## config.mk

```make
export PLATFORM = sky130hd
export DESIGN_NAME = scof_core
export DESIGN_NICKNAME = d
export VERILOG_FILES = /design/src/rtl/scof_core.v /design/src/rtl/scof_pair.v
export VERILOG_INCLUDE_DIRS = /design/src /design/src/inc
export SDC_FILE = /design/constraint.sdc
export NUM_CORES = 1
export LEC_CHECK = 0
export BUFFER_PORTS_ARGS = -buffer_cell sky130_fd_sc_hd__buf_2
export CELL_PAD_IN_SITES_DETAIL_PLACEMENT = 1
export CELL_PAD_IN_SITES_GLOBAL_PLACEMENT = 1
export CORE_MARGIN = 4
export CORE_UTILIZATION = 43
export CTS_CLUSTER_DIAMETER = 120
export DETAILED_ROUTE_END_ITERATION = 8
export GPL_ROUTABILITY_DRIVEN = 1
export PLACE_DENSITY = 0.88
export SKIP_CTS_REPAIR_TIMING = 1
export SLEW_MARGIN = 25
export SYNTH_ARGS = -nofsm -noshare
export SYNTH_HDL_FRONTEND = slang
export SYNTH_HIERARCHICAL = 1
export SYNTH_SLANG_ARGS = --single-unit
export TNS_END_PERCENT = 50
```

## constraint.sdc

```tcl
create_clock -name clk -period 5.01 [get_ports clk]
set_input_delay 0.2505 -clock clk [delete_from_list [all_inputs] [get_ports clk]]
set_output_delay 0.2505 -clock clk [all_outputs]
set_load 0.02 [all_outputs]
```

## src/inc/scof_map.vh

```
`ifndef SCOF_MAP_VH
`define SCOF_MAP_VH

// ==========================================================
// three-level strap encoding (open pin reads as mid)
`define SCOF_LVL_LOW     2'h0
`define SCOF_LVL_MID     2'h1
`define SCOF_LVL_HIGH    2'h2

// ==========================================================
// output function codes
`define SCOF_FN_SKEW     2'h0
`define SCOF_FN_INV      2'h1
`define SCOF_FN_DIV2     2'h2
`define SCOF_FN_DIV4     2'h3

// ==========================================================
// skew delay line, one skew unit per clock cycle
`define SCOF_TAPS        9
`define SCOF_TAP_ZERO    4'h4

// ==========================================================
// internal oscillator half-period in clk cycles, per range
`define SCOF_HP_W        6
`define SCOF_HP_RST      6'h10
`define SCOF_LOW_MIN     6'h10
`define SCOF_LOW_MAX     6'h20
`define SCOF_MID_MIN     6'h0a
`define SCOF_MID_MAX     6'h14
`define SCOF_HIGH_MIN    6'h06
`define SCOF_HIGH_MAX    6'h0c

// ==========================================================
// period measurement and lock
`define SCOF_CNT_W       16
`define SCOF_CNT_MAX     16'hffff
// below one period step, or the loop parks a step off and slips phase
`define SCOF_FREQ_TOL    16'h0001
`define SCOF_LOCK_EDGES  4'h8

`endif

```

## src/rtl/scof_core.v

```verilog
`timescale 1ns/100ps
`include "scof_map.vh"

module scof_core (
   // clock and reset
   input  wire       clk,
   input  wire       srst,
   // loop inputs
   input  wire       reference_in,
   input  wire       loop_feedback_in,
   input  wire [1:0] frequency_range_select,
   // select straps
   input  wire [1:0] pair1_select_lo,
   input  wire [1:0] pair1_select_hi,
   input  wire [1:0] pair2_select_lo,
   input  wire [1:0] pair2_select_hi,
   input  wire [1:0] pair3_select_lo,
   input  wire [1:0] pair3_select_hi,
   input  wire [1:0] pair4_select_lo,
   input  wire [1:0] pair4_select_hi,
   // output pairs
   output wire       pair1_out_a,
   output wire       pair1_out_b,
   output wire       pair2_out_a,
   output wire       pair2_out_b,
   output wire       pair3_out_a,
   output wire       pair3_out_b,
   output wire       pair4_out_a,
   output wire       pair4_out_b,
   // status
   output reg        loop_locked
);

   // ==========================================================
   // range decoding
   function [`SCOF_HP_W-1:0] hp_min;
      input [1:0] fs;
      begin
         case (fs)
            `SCOF_LVL_LOW:  hp_min = `SCOF_LOW_MIN;
            `SCOF_LVL_HIGH: hp_min = `SCOF_HIGH_MIN;
            default:        hp_min = `SCOF_MID_MIN;
         endcase
      end
   endfunction

   function [`SCOF_HP_W-1:0] hp_max;
      input [1:0] fs;
      begin
         case (fs)
            `SCOF_LVL_LOW:  hp_max = `SCOF_LOW_MAX;
            `SCOF_LVL_HIGH: hp_max = `SCOF_HIGH_MAX;
            default:        hp_max = `SCOF_MID_MAX;
         endcase
      end
   endfunction

   // ==========================================================
   // edge detection
   reg                    ref_d_r;
   reg                    fb_d_r;
   wire                   ref_rise = reference_in & ~ref_d_r;
   wire                   fb_rise  = loop_feedback_in & ~fb_d_r;

   // ==========================================================
   // period and phase measurement
   reg  [`SCOF_CNT_W-1:0] ref_cnt_r;
   reg  [`SCOF_CNT_W-1:0] fb_cnt_r;
   reg  [`SCOF_CNT_W-1:0] ref_per_r;
   reg  [`SCOF_CNT_W-1:0] fb_per_r;
   reg  [1:0]             ref_seen_r;
   reg  [1:0]             fb_seen_r;
   wire                   per_ok = ref_seen_r[1] & fb_seen_r[1];
   wire [`SCOF_CNT_W-1:0] fb_per_now  = fb_cnt_r + 16'h0001;
   wire [`SCOF_CNT_W-1:0] ref_half    = {1'b0, ref_per_r[`SCOF_CNT_W-1:1]};
   wire [`SCOF_CNT_W-1:0] fb_err      = ref_rise ? 16'h0000 : ref_cnt_r + 16'h0001;
   wire                   too_slow    = fb_per_now > ref_per_r + `SCOF_FREQ_TOL;
   wire                   too_fast    = fb_per_now + `SCOF_FREQ_TOL < ref_per_r;

   // edge history tracks the pins through reset, so release makes no false rise
   always @(posedge clk) begin
      ref_d_r <= reference_in;
      fb_d_r  <= loop_feedback_in;
   end

   always @(posedge clk) begin
      if (srst) begin
         ref_cnt_r  <= 16'h0000;
         fb_cnt_r   <= 16'h0000;
         ref_per_r  <= 16'h0000;
         fb_per_r   <= 16'h0000;
         ref_seen_r <= 2'h0;
         fb_seen_r  <= 2'h0;
      end else begin
         if (ref_rise) begin
            ref_cnt_r  <= 16'h0000;
            ref_per_r  <= ref_cnt_r + 16'h0001;
            ref_seen_r <= {ref_seen_r[0], 1'b1};
         end else if (ref_cnt_r != `SCOF_CNT_MAX) begin
            ref_cnt_r <= ref_cnt_r + 16'h0001;
         end
         if (fb_rise) begin
            fb_cnt_r  <= 16'h0000;
            fb_per_r  <= fb_per_now;
            fb_seen_r <= {fb_seen_r[0], 1'b1};
         end else if (fb_cnt_r != `SCOF_CNT_MAX) begin
            fb_cnt_r <= fb_cnt_r + 16'h0001;
         end
      end
   end

   // ==========================================================
   // internal oscillator
   // a bang-bang loop: one clk of phase or one step of half-period per
   // feedback edge; it dithers by one cycle when the period is not exact
   reg  [`SCOF_HP_W-1:0]  hp_r;
   reg  [`SCOF_HP_W-1:0]  hp_nxt;
   reg  [`SCOF_HP_W-1:0]  ph_cnt_r;
   reg                    osc_r;
   reg                    adv_r;
   reg                    ret_r;
   reg                    adv_nxt;
   reg                    ret_nxt;
   wire [`SCOF_HP_W-1:0]  lo_b = hp_min(frequency_range_select);
   wire [`SCOF_HP_W-1:0]  hi_b = hp_max(frequency_range_select);
   wire [`SCOF_HP_W-1:0]  hp_end = hp_r - (adv_r ? 6'h02 : 6'h01) + (ret_r ? 6'h01 : 6'h00);
   wire                   half_done = (ph_cnt_r >= hp_end);

   always @* begin
      hp_nxt  = hp_r;
      adv_nxt = adv_r & ~half_done;
      ret_nxt = ret_r & ~half_done;
      if (fb_rise && per_ok) begin
         // divided feedback slows, so speed up
         if (too_slow)
            hp_nxt = hp_r - 6'h01;
         else if (too_fast)
            hp_nxt = hp_r + 6'h01;
         // align feedback rise to reference rise
         else if (fb_err != 16'h0000 && fb_err <= ref_half)
            adv_nxt = 1'b1;
         else if (fb_err > ref_half)
            ret_nxt = 1'b1;
      end
      if (hp_nxt < lo_b)
         hp_nxt = lo_b;
      else if (hp_nxt > hi_b)
         hp_nxt = hi_b;
   end

   always @(posedge clk) begin
      if (srst) begin
         hp_r     <= `SCOF_HP_RST;
         ph_cnt_r <= 6'h00;
         osc_r    <= 1'b0;
         adv_r    <= 1'b0;
         ret_r    <= 1'b0;
      end else begin
         hp_r  <= hp_nxt;
         adv_r <= adv_nxt;
         ret_r <= ret_nxt;
         if (half_done) begin
            ph_cnt_r <= 6'h00;
            osc_r    <= ~osc_r;
         end else begin
            ph_cnt_r <= ph_cnt_r + 6'h01;
         end
      end
   end

   // ==========================================================
   // lock indication
   reg  [3:0]             lock_cnt_r;
   wire                   aligned = fb_rise & ref_rise;

   always @(posedge clk) begin
      if (srst) begin
         lock_cnt_r  <= 4'h0;
         loop_locked <= 1'b0;
      end else if (fb_rise) begin
         if (!aligned) begin
            lock_cnt_r  <= 4'h0;
            loop_locked <= 1'b0;
         end else if (lock_cnt_r == `SCOF_LOCK_EDGES) begin
            loop_locked <= 1'b1;
         end else begin
            lock_cnt_r <= lock_cnt_r + 4'h1;
         end
      end
   end

   // ==========================================================
   // skew delay line and dividers
   // the dividers step from tap 3 so their registered edges land with tap 4
   reg  [`SCOF_TAPS-1:0]  taps_r;
   reg  [1:0]             div_r;

   always @(posedge clk) begin
      if (srst) begin
         taps_r <= 9'h000;
         div_r  <= 2'h0;
      end else begin
         taps_r <= {taps_r[`SCOF_TAPS-2:0], osc_r};
         if (taps_r[3] & ~taps_r[4])
            div_r <= div_r + 2'h1;
      end
   end

   // ==========================================================
   // output pairs
   // straps feed decode directly each cycle
   wire [7:0] sel_lo_all = {pair4_select_lo, pair3_select_lo, pair2_select_lo, pair1_select_lo};
   wire [7:0] sel_hi_all = {pair4_select_hi, pair3_select_hi, pair2_select_hi, pair1_select_hi};
   wire [3:0] out_a_all;
   wire [3:0] out_b_all;

   genvar gi;
   generate
      for (gi = 0; gi < 4; gi = gi + 1) begin : g_pair
         // each pair decodes on its own
         scof_pair #(
            .HAS_FUNC (gi >= 2)
         ) u_pair (
            .clk    (clk),
            .srst   (srst),
            .sel_lo (sel_lo_all[2*gi+1:2*gi]),
            .sel_hi (sel_hi_all[2*gi+1:2*gi]),
            .taps   (taps_r),
            .div2   (div_r[0]),
            .div4   (div_r[1]),
            .out_a  (out_a_all[gi]),
            .out_b  (out_b_all[gi])
         );
      end
   endgenerate

   // inversion relative to reference follows from the feedback choice
   assign pair1_out_a = out_a_all[0];
   assign pair1_out_b = out_b_all[0];
   assign pair2_out_a = out_a_all[1];
   assign pair2_out_b = out_b_all[1];
   assign pair3_out_a = out_a_all[2];
   assign pair3_out_b = out_b_all[2];
   assign pair4_out_a = out_a_all[3];
   assign pair4_out_b = out_b_all[3];

endmodule

```

## src/rtl/scof_pair.v

```verilog
`timescale 1ns/100ps
`include "scof_map.vh"

module scof_pair #(
   parameter HAS_FUNC = 1'b0
) (
   // clock and reset
   input  wire       clk,
   input  wire       srst,
   // select straps
   input  wire [1:0] sel_lo,
   input  wire [1:0] sel_hi,
   // delayed internal clock and dividers
   input  wire [8:0] taps,
   input  wire       div2,
   input  wire       div4,
   // output pair
   output reg        out_a,
   output reg        out_b
);

   // ==========================================================
   // strap decoding
   function [1:0] lvl;
      input [1:0] s;
      begin
         if (s == `SCOF_LVL_LOW)
            lvl = 2'h0;
         else if (s == `SCOF_LVL_HIGH)
            lvl = 2'h2;
         else
            lvl = 2'h1;
      end
   endfunction

   function [3:0] skew_tap;
      input [1:0] lo;
      input [1:0] hi;
      begin
         skew_tap = {2'h0, lvl(hi)} * 4'h3 + {2'h0, lvl(lo)};
      end
   endfunction

   wire [1:0] lo_l = lvl(sel_lo);
   wire [1:0] hi_l = lvl(sel_hi);
   reg  [1:0] fn;
   reg        out_nxt;

   // ==========================================================
   // function select and output
   always @* begin
      fn = `SCOF_FN_SKEW;
      if (HAS_FUNC) begin
         if (lo_l == 2'h2 && hi_l == 2'h2)
            fn = `SCOF_FN_INV;
         else if (lo_l == 2'h0 && hi_l == 2'h0)
            fn = `SCOF_FN_DIV2;
         else if (lo_l == 2'h2 && hi_l == 2'h0)
            fn = `SCOF_FN_DIV4;
      end
   end

   always @* begin
      case (fn)
         `SCOF_FN_SKEW: out_nxt = taps[skew_tap(sel_lo, sel_hi)];
         `SCOF_FN_INV:  out_nxt = ~taps[`SCOF_TAP_ZERO];
         `SCOF_FN_DIV2: out_nxt = div2;
         `SCOF_FN_DIV4: out_nxt = div4;
         default:       out_nxt = taps[`SCOF_TAP_ZERO];
      endcase
   end

   always @(posedge clk) begin
      if (srst) begin
         out_a <= 1'b0;
         out_b <= 1'b0;
      end else begin
         out_a <= out_nxt;
         out_b <= out_nxt;
      end
   end

endmodule

```

==> Flow_metrics.wiki <==
{| class="wikitable"
! Metric !! Value
|-
| Post-synthesis cell count || about 840
|-
| Horizontal extent of the die || 135 um
|-
| Adder-Cell Fraction of Synth Area || 0.176
|-
| Clock net sink count || 89
|-
| Setup ws final || -0.184 ns
|-
| DR WL/cell || 19.1 um
|-
| Arrival time reported for the critical path endpoint || approximately 5.4 ns
|-
| Main flop type after synthesis || sky130_fd_sc_hd__dfxtp_1
|-
| Top Ports || 31
|-
| Area growth from synthesis to layout || 17.2%
|-
| Number of antenna diodes || 0
|-
| RSZ-0062 raised after global routing || yes
|-
| Synthesized-area fraction occupied by ao, oa, aoi and oai cells || 0.149
|-
| Slowest cell delay on critical path || a little under 0.4 ns
|-
| Parity-gate share of the synthesized area counting xor and xnor cells || 0.103
|-
| Critical Setup Path Class || reg -> reg
|-
| CTS Root Cell || sky130_fd_sc_hd__clkbuf_16
|-
| Max-slew violation count || 0
|-
| Non-filler cells in the finished layout || 1114
|-
| Synthesized netlist net count || 952
|-
| Post-synthesis register bit count || 89
|-
| Period utilisation layout || 1.04
|-
| Post-CTS clock slew at the launch and capture registers of the worst setup and hold paths || 0.07 ns
|-
| Nets@finish || 1010
|-
| Placed Cells incl. Taps || 1082
|-
| Critical-path cell with the highest stage delay || sky130_fd_sc_hd__dfxtp_4
|-
| Via total after detailed routing || 6332
|-
| Combinational family with the most area after synthesis || simple AND/OR/NAND/NOR gates
|-
| Hold Violations, Final || 0
|-
| Library cells used by synthesis || 66
|-
| Initial core utilization || 0.439
|-
| Reported leakage power || 3.61 nW
|-
| Number of setup violations in the final report || 4
|-
| Most frequent standard cell in the layout excluding fill and tap cells || sky130_fd_sc_hd__nor2_1
|-
| Max Fclk || 193 MHz
|-
| Fraction of layout cells with a size suffix above 1 || 0.194
|-
| Site row count || 46
|-
| Critical path startpoint category || register
|-
| Worst rel slew slack || 0.492
|-
| Number of search-and-repair iterations in the first detailed-routing pass || 4
|-
| Pin count of the biggest net entering global routing || 36
|-
| H-tree depth reported by CTS || 3
|-
| PortBufs || 30
|-
| Post-synthesis cell area || 6980 sq um
|-
| Routed wire length || 21.3 mm
|-
| Crit path max fanout || 6
|-
| Status || finished with violations
|-
| Worst Tran Pin Value || 0.760 ns
|-
| Highest-count cells in the layout ignoring fill and taps || 93 x sky130_fd_sc_hd__nor2_1, 88 x sky130_fd_sc_hd__ha_1, 83 x sky130_fd_sc_hd__dfxtp_1
|-
| IR Drop Worst-Case VDD || 0.237 mV
|-
| Worst-skew pair later-pin latency || 0.35 ns
|-
| Grt total ovfl || 0
|-
| Mux contribution to synthesized area || 0.0409
|-
| Total global routing track utilization || 0.207
|-
| DR DRC count || 0
|-
| Filler Cells Inserted || 1922
|-
| Half-perimeter wire length after placement || about 15 mm
|-
| Basic-gate share of the synthesized area counting and, or, nand and nor cells || 0.220
|-
| Via count of the first global-routing pass || 6403
|-
| Chip height || 135 um
|-
| Required time of the critical path || about 5.3 ns
|-
| Number of design-rule violations left by the first detailed-router iteration || 305
|-
| Core outline area || 15900 sq um
|-
| Antenna violations before repair || 0
|-
| Clock skew after layout || 0.0114 ns
|-
| Post-DRT Antenna Nets || 0
|-
| Synthesized area divided by synthesized cell count || roughly 8.4 sq um
|-
| Async set-or-reset flop fraction in the synthesized netlist || 0
|-
| Clock tree from TritonCTS || built
|-
| Weighted congestion reported at the end of routability-driven placement || roughly 0.88
|-
| Final worst path period need || approximately 5.2 ns
|-
| Maximum clock path buffer count || 2
|-
| Class of the worst hold path || in -> reg
|-
| Number of violations of the max-capacitance limit || 0
|-
| Ratio of total power to cell area || 259 nW/um^2
|-
| Footprint of the multi-input gates || around 5000 sq um
|-
| Wire length of the first global-routing pass || 30.9 mm
|-
| EDFF count, synth || 0
|-
| Share of the core filled with cells in the final layout || 0.515
|-
| Number of synthesis warnings || 6
|-
| Number of vias per cell || ~5.7
|-
| Footprint of the flip-flops and latches || 1800 sq um
|-
| Die Footprint || 18300 sq um
|-
| Number of CTS-inserted buffers || 9
|-
| Type of element capturing the critical path || register
|-
| Violated checks || negative setup slack
|-
| Sequential-to-total area share from yosys stat || 0.255
|}
[synth_stat cells, types with 3 or more instances]
cell | n | area (sq um)
sky130_fd_sc_hd__inv_1 | 67 | 251
sky130_fd_sc_hd__nand3_1 | 29 | 145
sky130_fd_sc_hd__nor4_1 | 7 | 43.8
sky130_fd_sc_hd__mux2_2 | 6 | 67.6
sky130_fd_sc_hd__xor2_1 | 22 | 193
sky130_fd_sc_hd__xnor2_1 | 51 | 447
sky130_fd_sc_hd__a31oi_1 | 8 | 50.1
sky130_fd_sc_hd__nor3b_1 | 7 | 52.6
sky130_fd_sc_hd__ha_1 | 90 | 1130
sky130_fd_sc_hd__nand2_1 | 42 | 158
sky130_fd_sc_hd__nand4_1 | 25 | 156
sky130_fd_sc_hd__a21o_1 | 11 | 82.6
sky130_fd_sc_hd__mux2i_1 | 15 | 150
sky130_fd_sc_hd__nand2b_1 | 18 | 113
sky130_fd_sc_hd__buf_1 | 4 | 15.0
sky130_fd_sc_hd__o211ai_1 | 3 | 22.5
sky130_fd_sc_hd__dfxtp_1 | 89 | 1780
sky130_fd_sc_hd__clkbuf_1 | 16 | 60.1
sky130_fd_sc_hd__and3_1 | 9 | 56.3
sky130_fd_sc_hd__or2_2 | 9 | 56.3
sky130_fd_sc_hd__fa_1 | 5 | 100
sky130_fd_sc_hd__buf_4 | 7 | 52.6
sky130_fd_sc_hd__mux2_4 | 3 | 45.0
sky130_fd_sc_hd__o211a_1 | 3 | 30.0
sky130_fd_sc_hd__a21oi_1 | 66 | 330
sky130_fd_sc_hd__o21ai_0 | 15 | 75.1
sky130_fd_sc_hd__nor3_1 | 10 | 50.1
sky130_fd_sc_hd__nor2b_1 | 24 | 150
sky130_fd_sc_hd__o21a_1 | 5 | 37.5
sky130_fd_sc_hd__xnor2_2 | 5 | 81.3
sky130_fd_sc_hd__nor2_1 | 96 | 360
sky130_fd_sc_hd__and2_1 | 5 | 31.3
sky130_fd_sc_hd__a211oi_1 | 17 | 128
sky130_fd_sc_hd__o22ai_1 | 3 | 18.8
[logic make-up after synthesis]
| group | after synthesis |
|---|---|
| AO/OA/AOI/OAI | 153 |
| XOR/XNOR | 78 |
| flip-flops | 89 |
| multiplexers | 26 |
| AND/OR/NAND/NOR | 298 |
| adder cells (fa/ha/maj) | 95 |
| buffers and inverters | 96 |
[cell type report]
type                       count  area share
multi-input combinational    650       0.617
sequential                    89       0.220
timing repair buffer          76      0.0611
tap                          216      0.0331
clock buffer                  12      0.0326
inverter                      67      0.0308
clock inverter                 4     0.00597
[through the flow]
step	instance area (sq um)	power (mW)	worst slack, ns	TNS, ns	hold slack, ns
after global placement	7490	1.30	0.0196	0	0.366
final	8180	2.12	-0.184	-0.498	0.0123
after detailed placement	7490	1.34	-0.363	-1.47	0.371
after CTS	7800	2.07	-0.396	-1.68	0.00333
after global routing	8180	2.22	-0.463	-1.94	0.0129
after floorplan	6980	1.19	0.101	0	0.278
[path summary, 6_finish.rpt]
path / cells past startpoint / startpoint / end / slack [ns]
worst min register to register: 2 / ref_seen_r[0] / ref_seen_r[1] / 0.46
worst max register to register: 25 / fb_cnt_r[1] / hp_r[2] / -0.18
worst min-delay path: 1 / loop_feedback_in / fb_d_r / 0.01
worst max-delay path: 25 / fb_cnt_r[1] / hp_r[2] / -0.18
[registers in the layout, summed over array words and instances (netlist names), 4 cells and up]
signal	cells
fb_cnt_r	16
hp_r	6
lock_cnt_r	4
ph_cnt_r	6
ref_cnt_r	16
ref_per_r	16
taps_r	9
[metal layers]
layer | vias to the layer above | track usage | wire length (um)
li1 | 3022 | - | -
met1 | 3133 | 0.241 | 8760
met2 | 120 | 0.386 | 11100
met3 | 57 | 0.0305 | 627
met4 | 0 | 0.0689 | 766
met5 | - | 0 | 0
[power by group]
| group | switching (mW) | internal [mW] | total (mW) |
|---|---|---|---|
| registers | 0.0368 | 0.739 | 0.776 |
| clock network | 0.290 | 0.428 | 0.718 |
| logic | 0.353 | 0.273 | 0.626 |
[critical path: cells and delay by family (launching register included)]
| family | cells | cell delay [ns] |
|---|---|---|
| AND/OR/NAND/NOR | 10 | 1.91 |
| AO/OA/AOI/OAI | 7 | 1.07 |
| adder cells (fa/ha/maj) | 3 | 0.82 |
| XOR/XNOR | 3 | 0.54 |
| flip-flops | 1 | 0.39 |
| multiplexers | 1 | 0.20 |
| buffers and inverters | 1 | 0.17 |
Note: power is estimated with default switching activity, not from simulation.
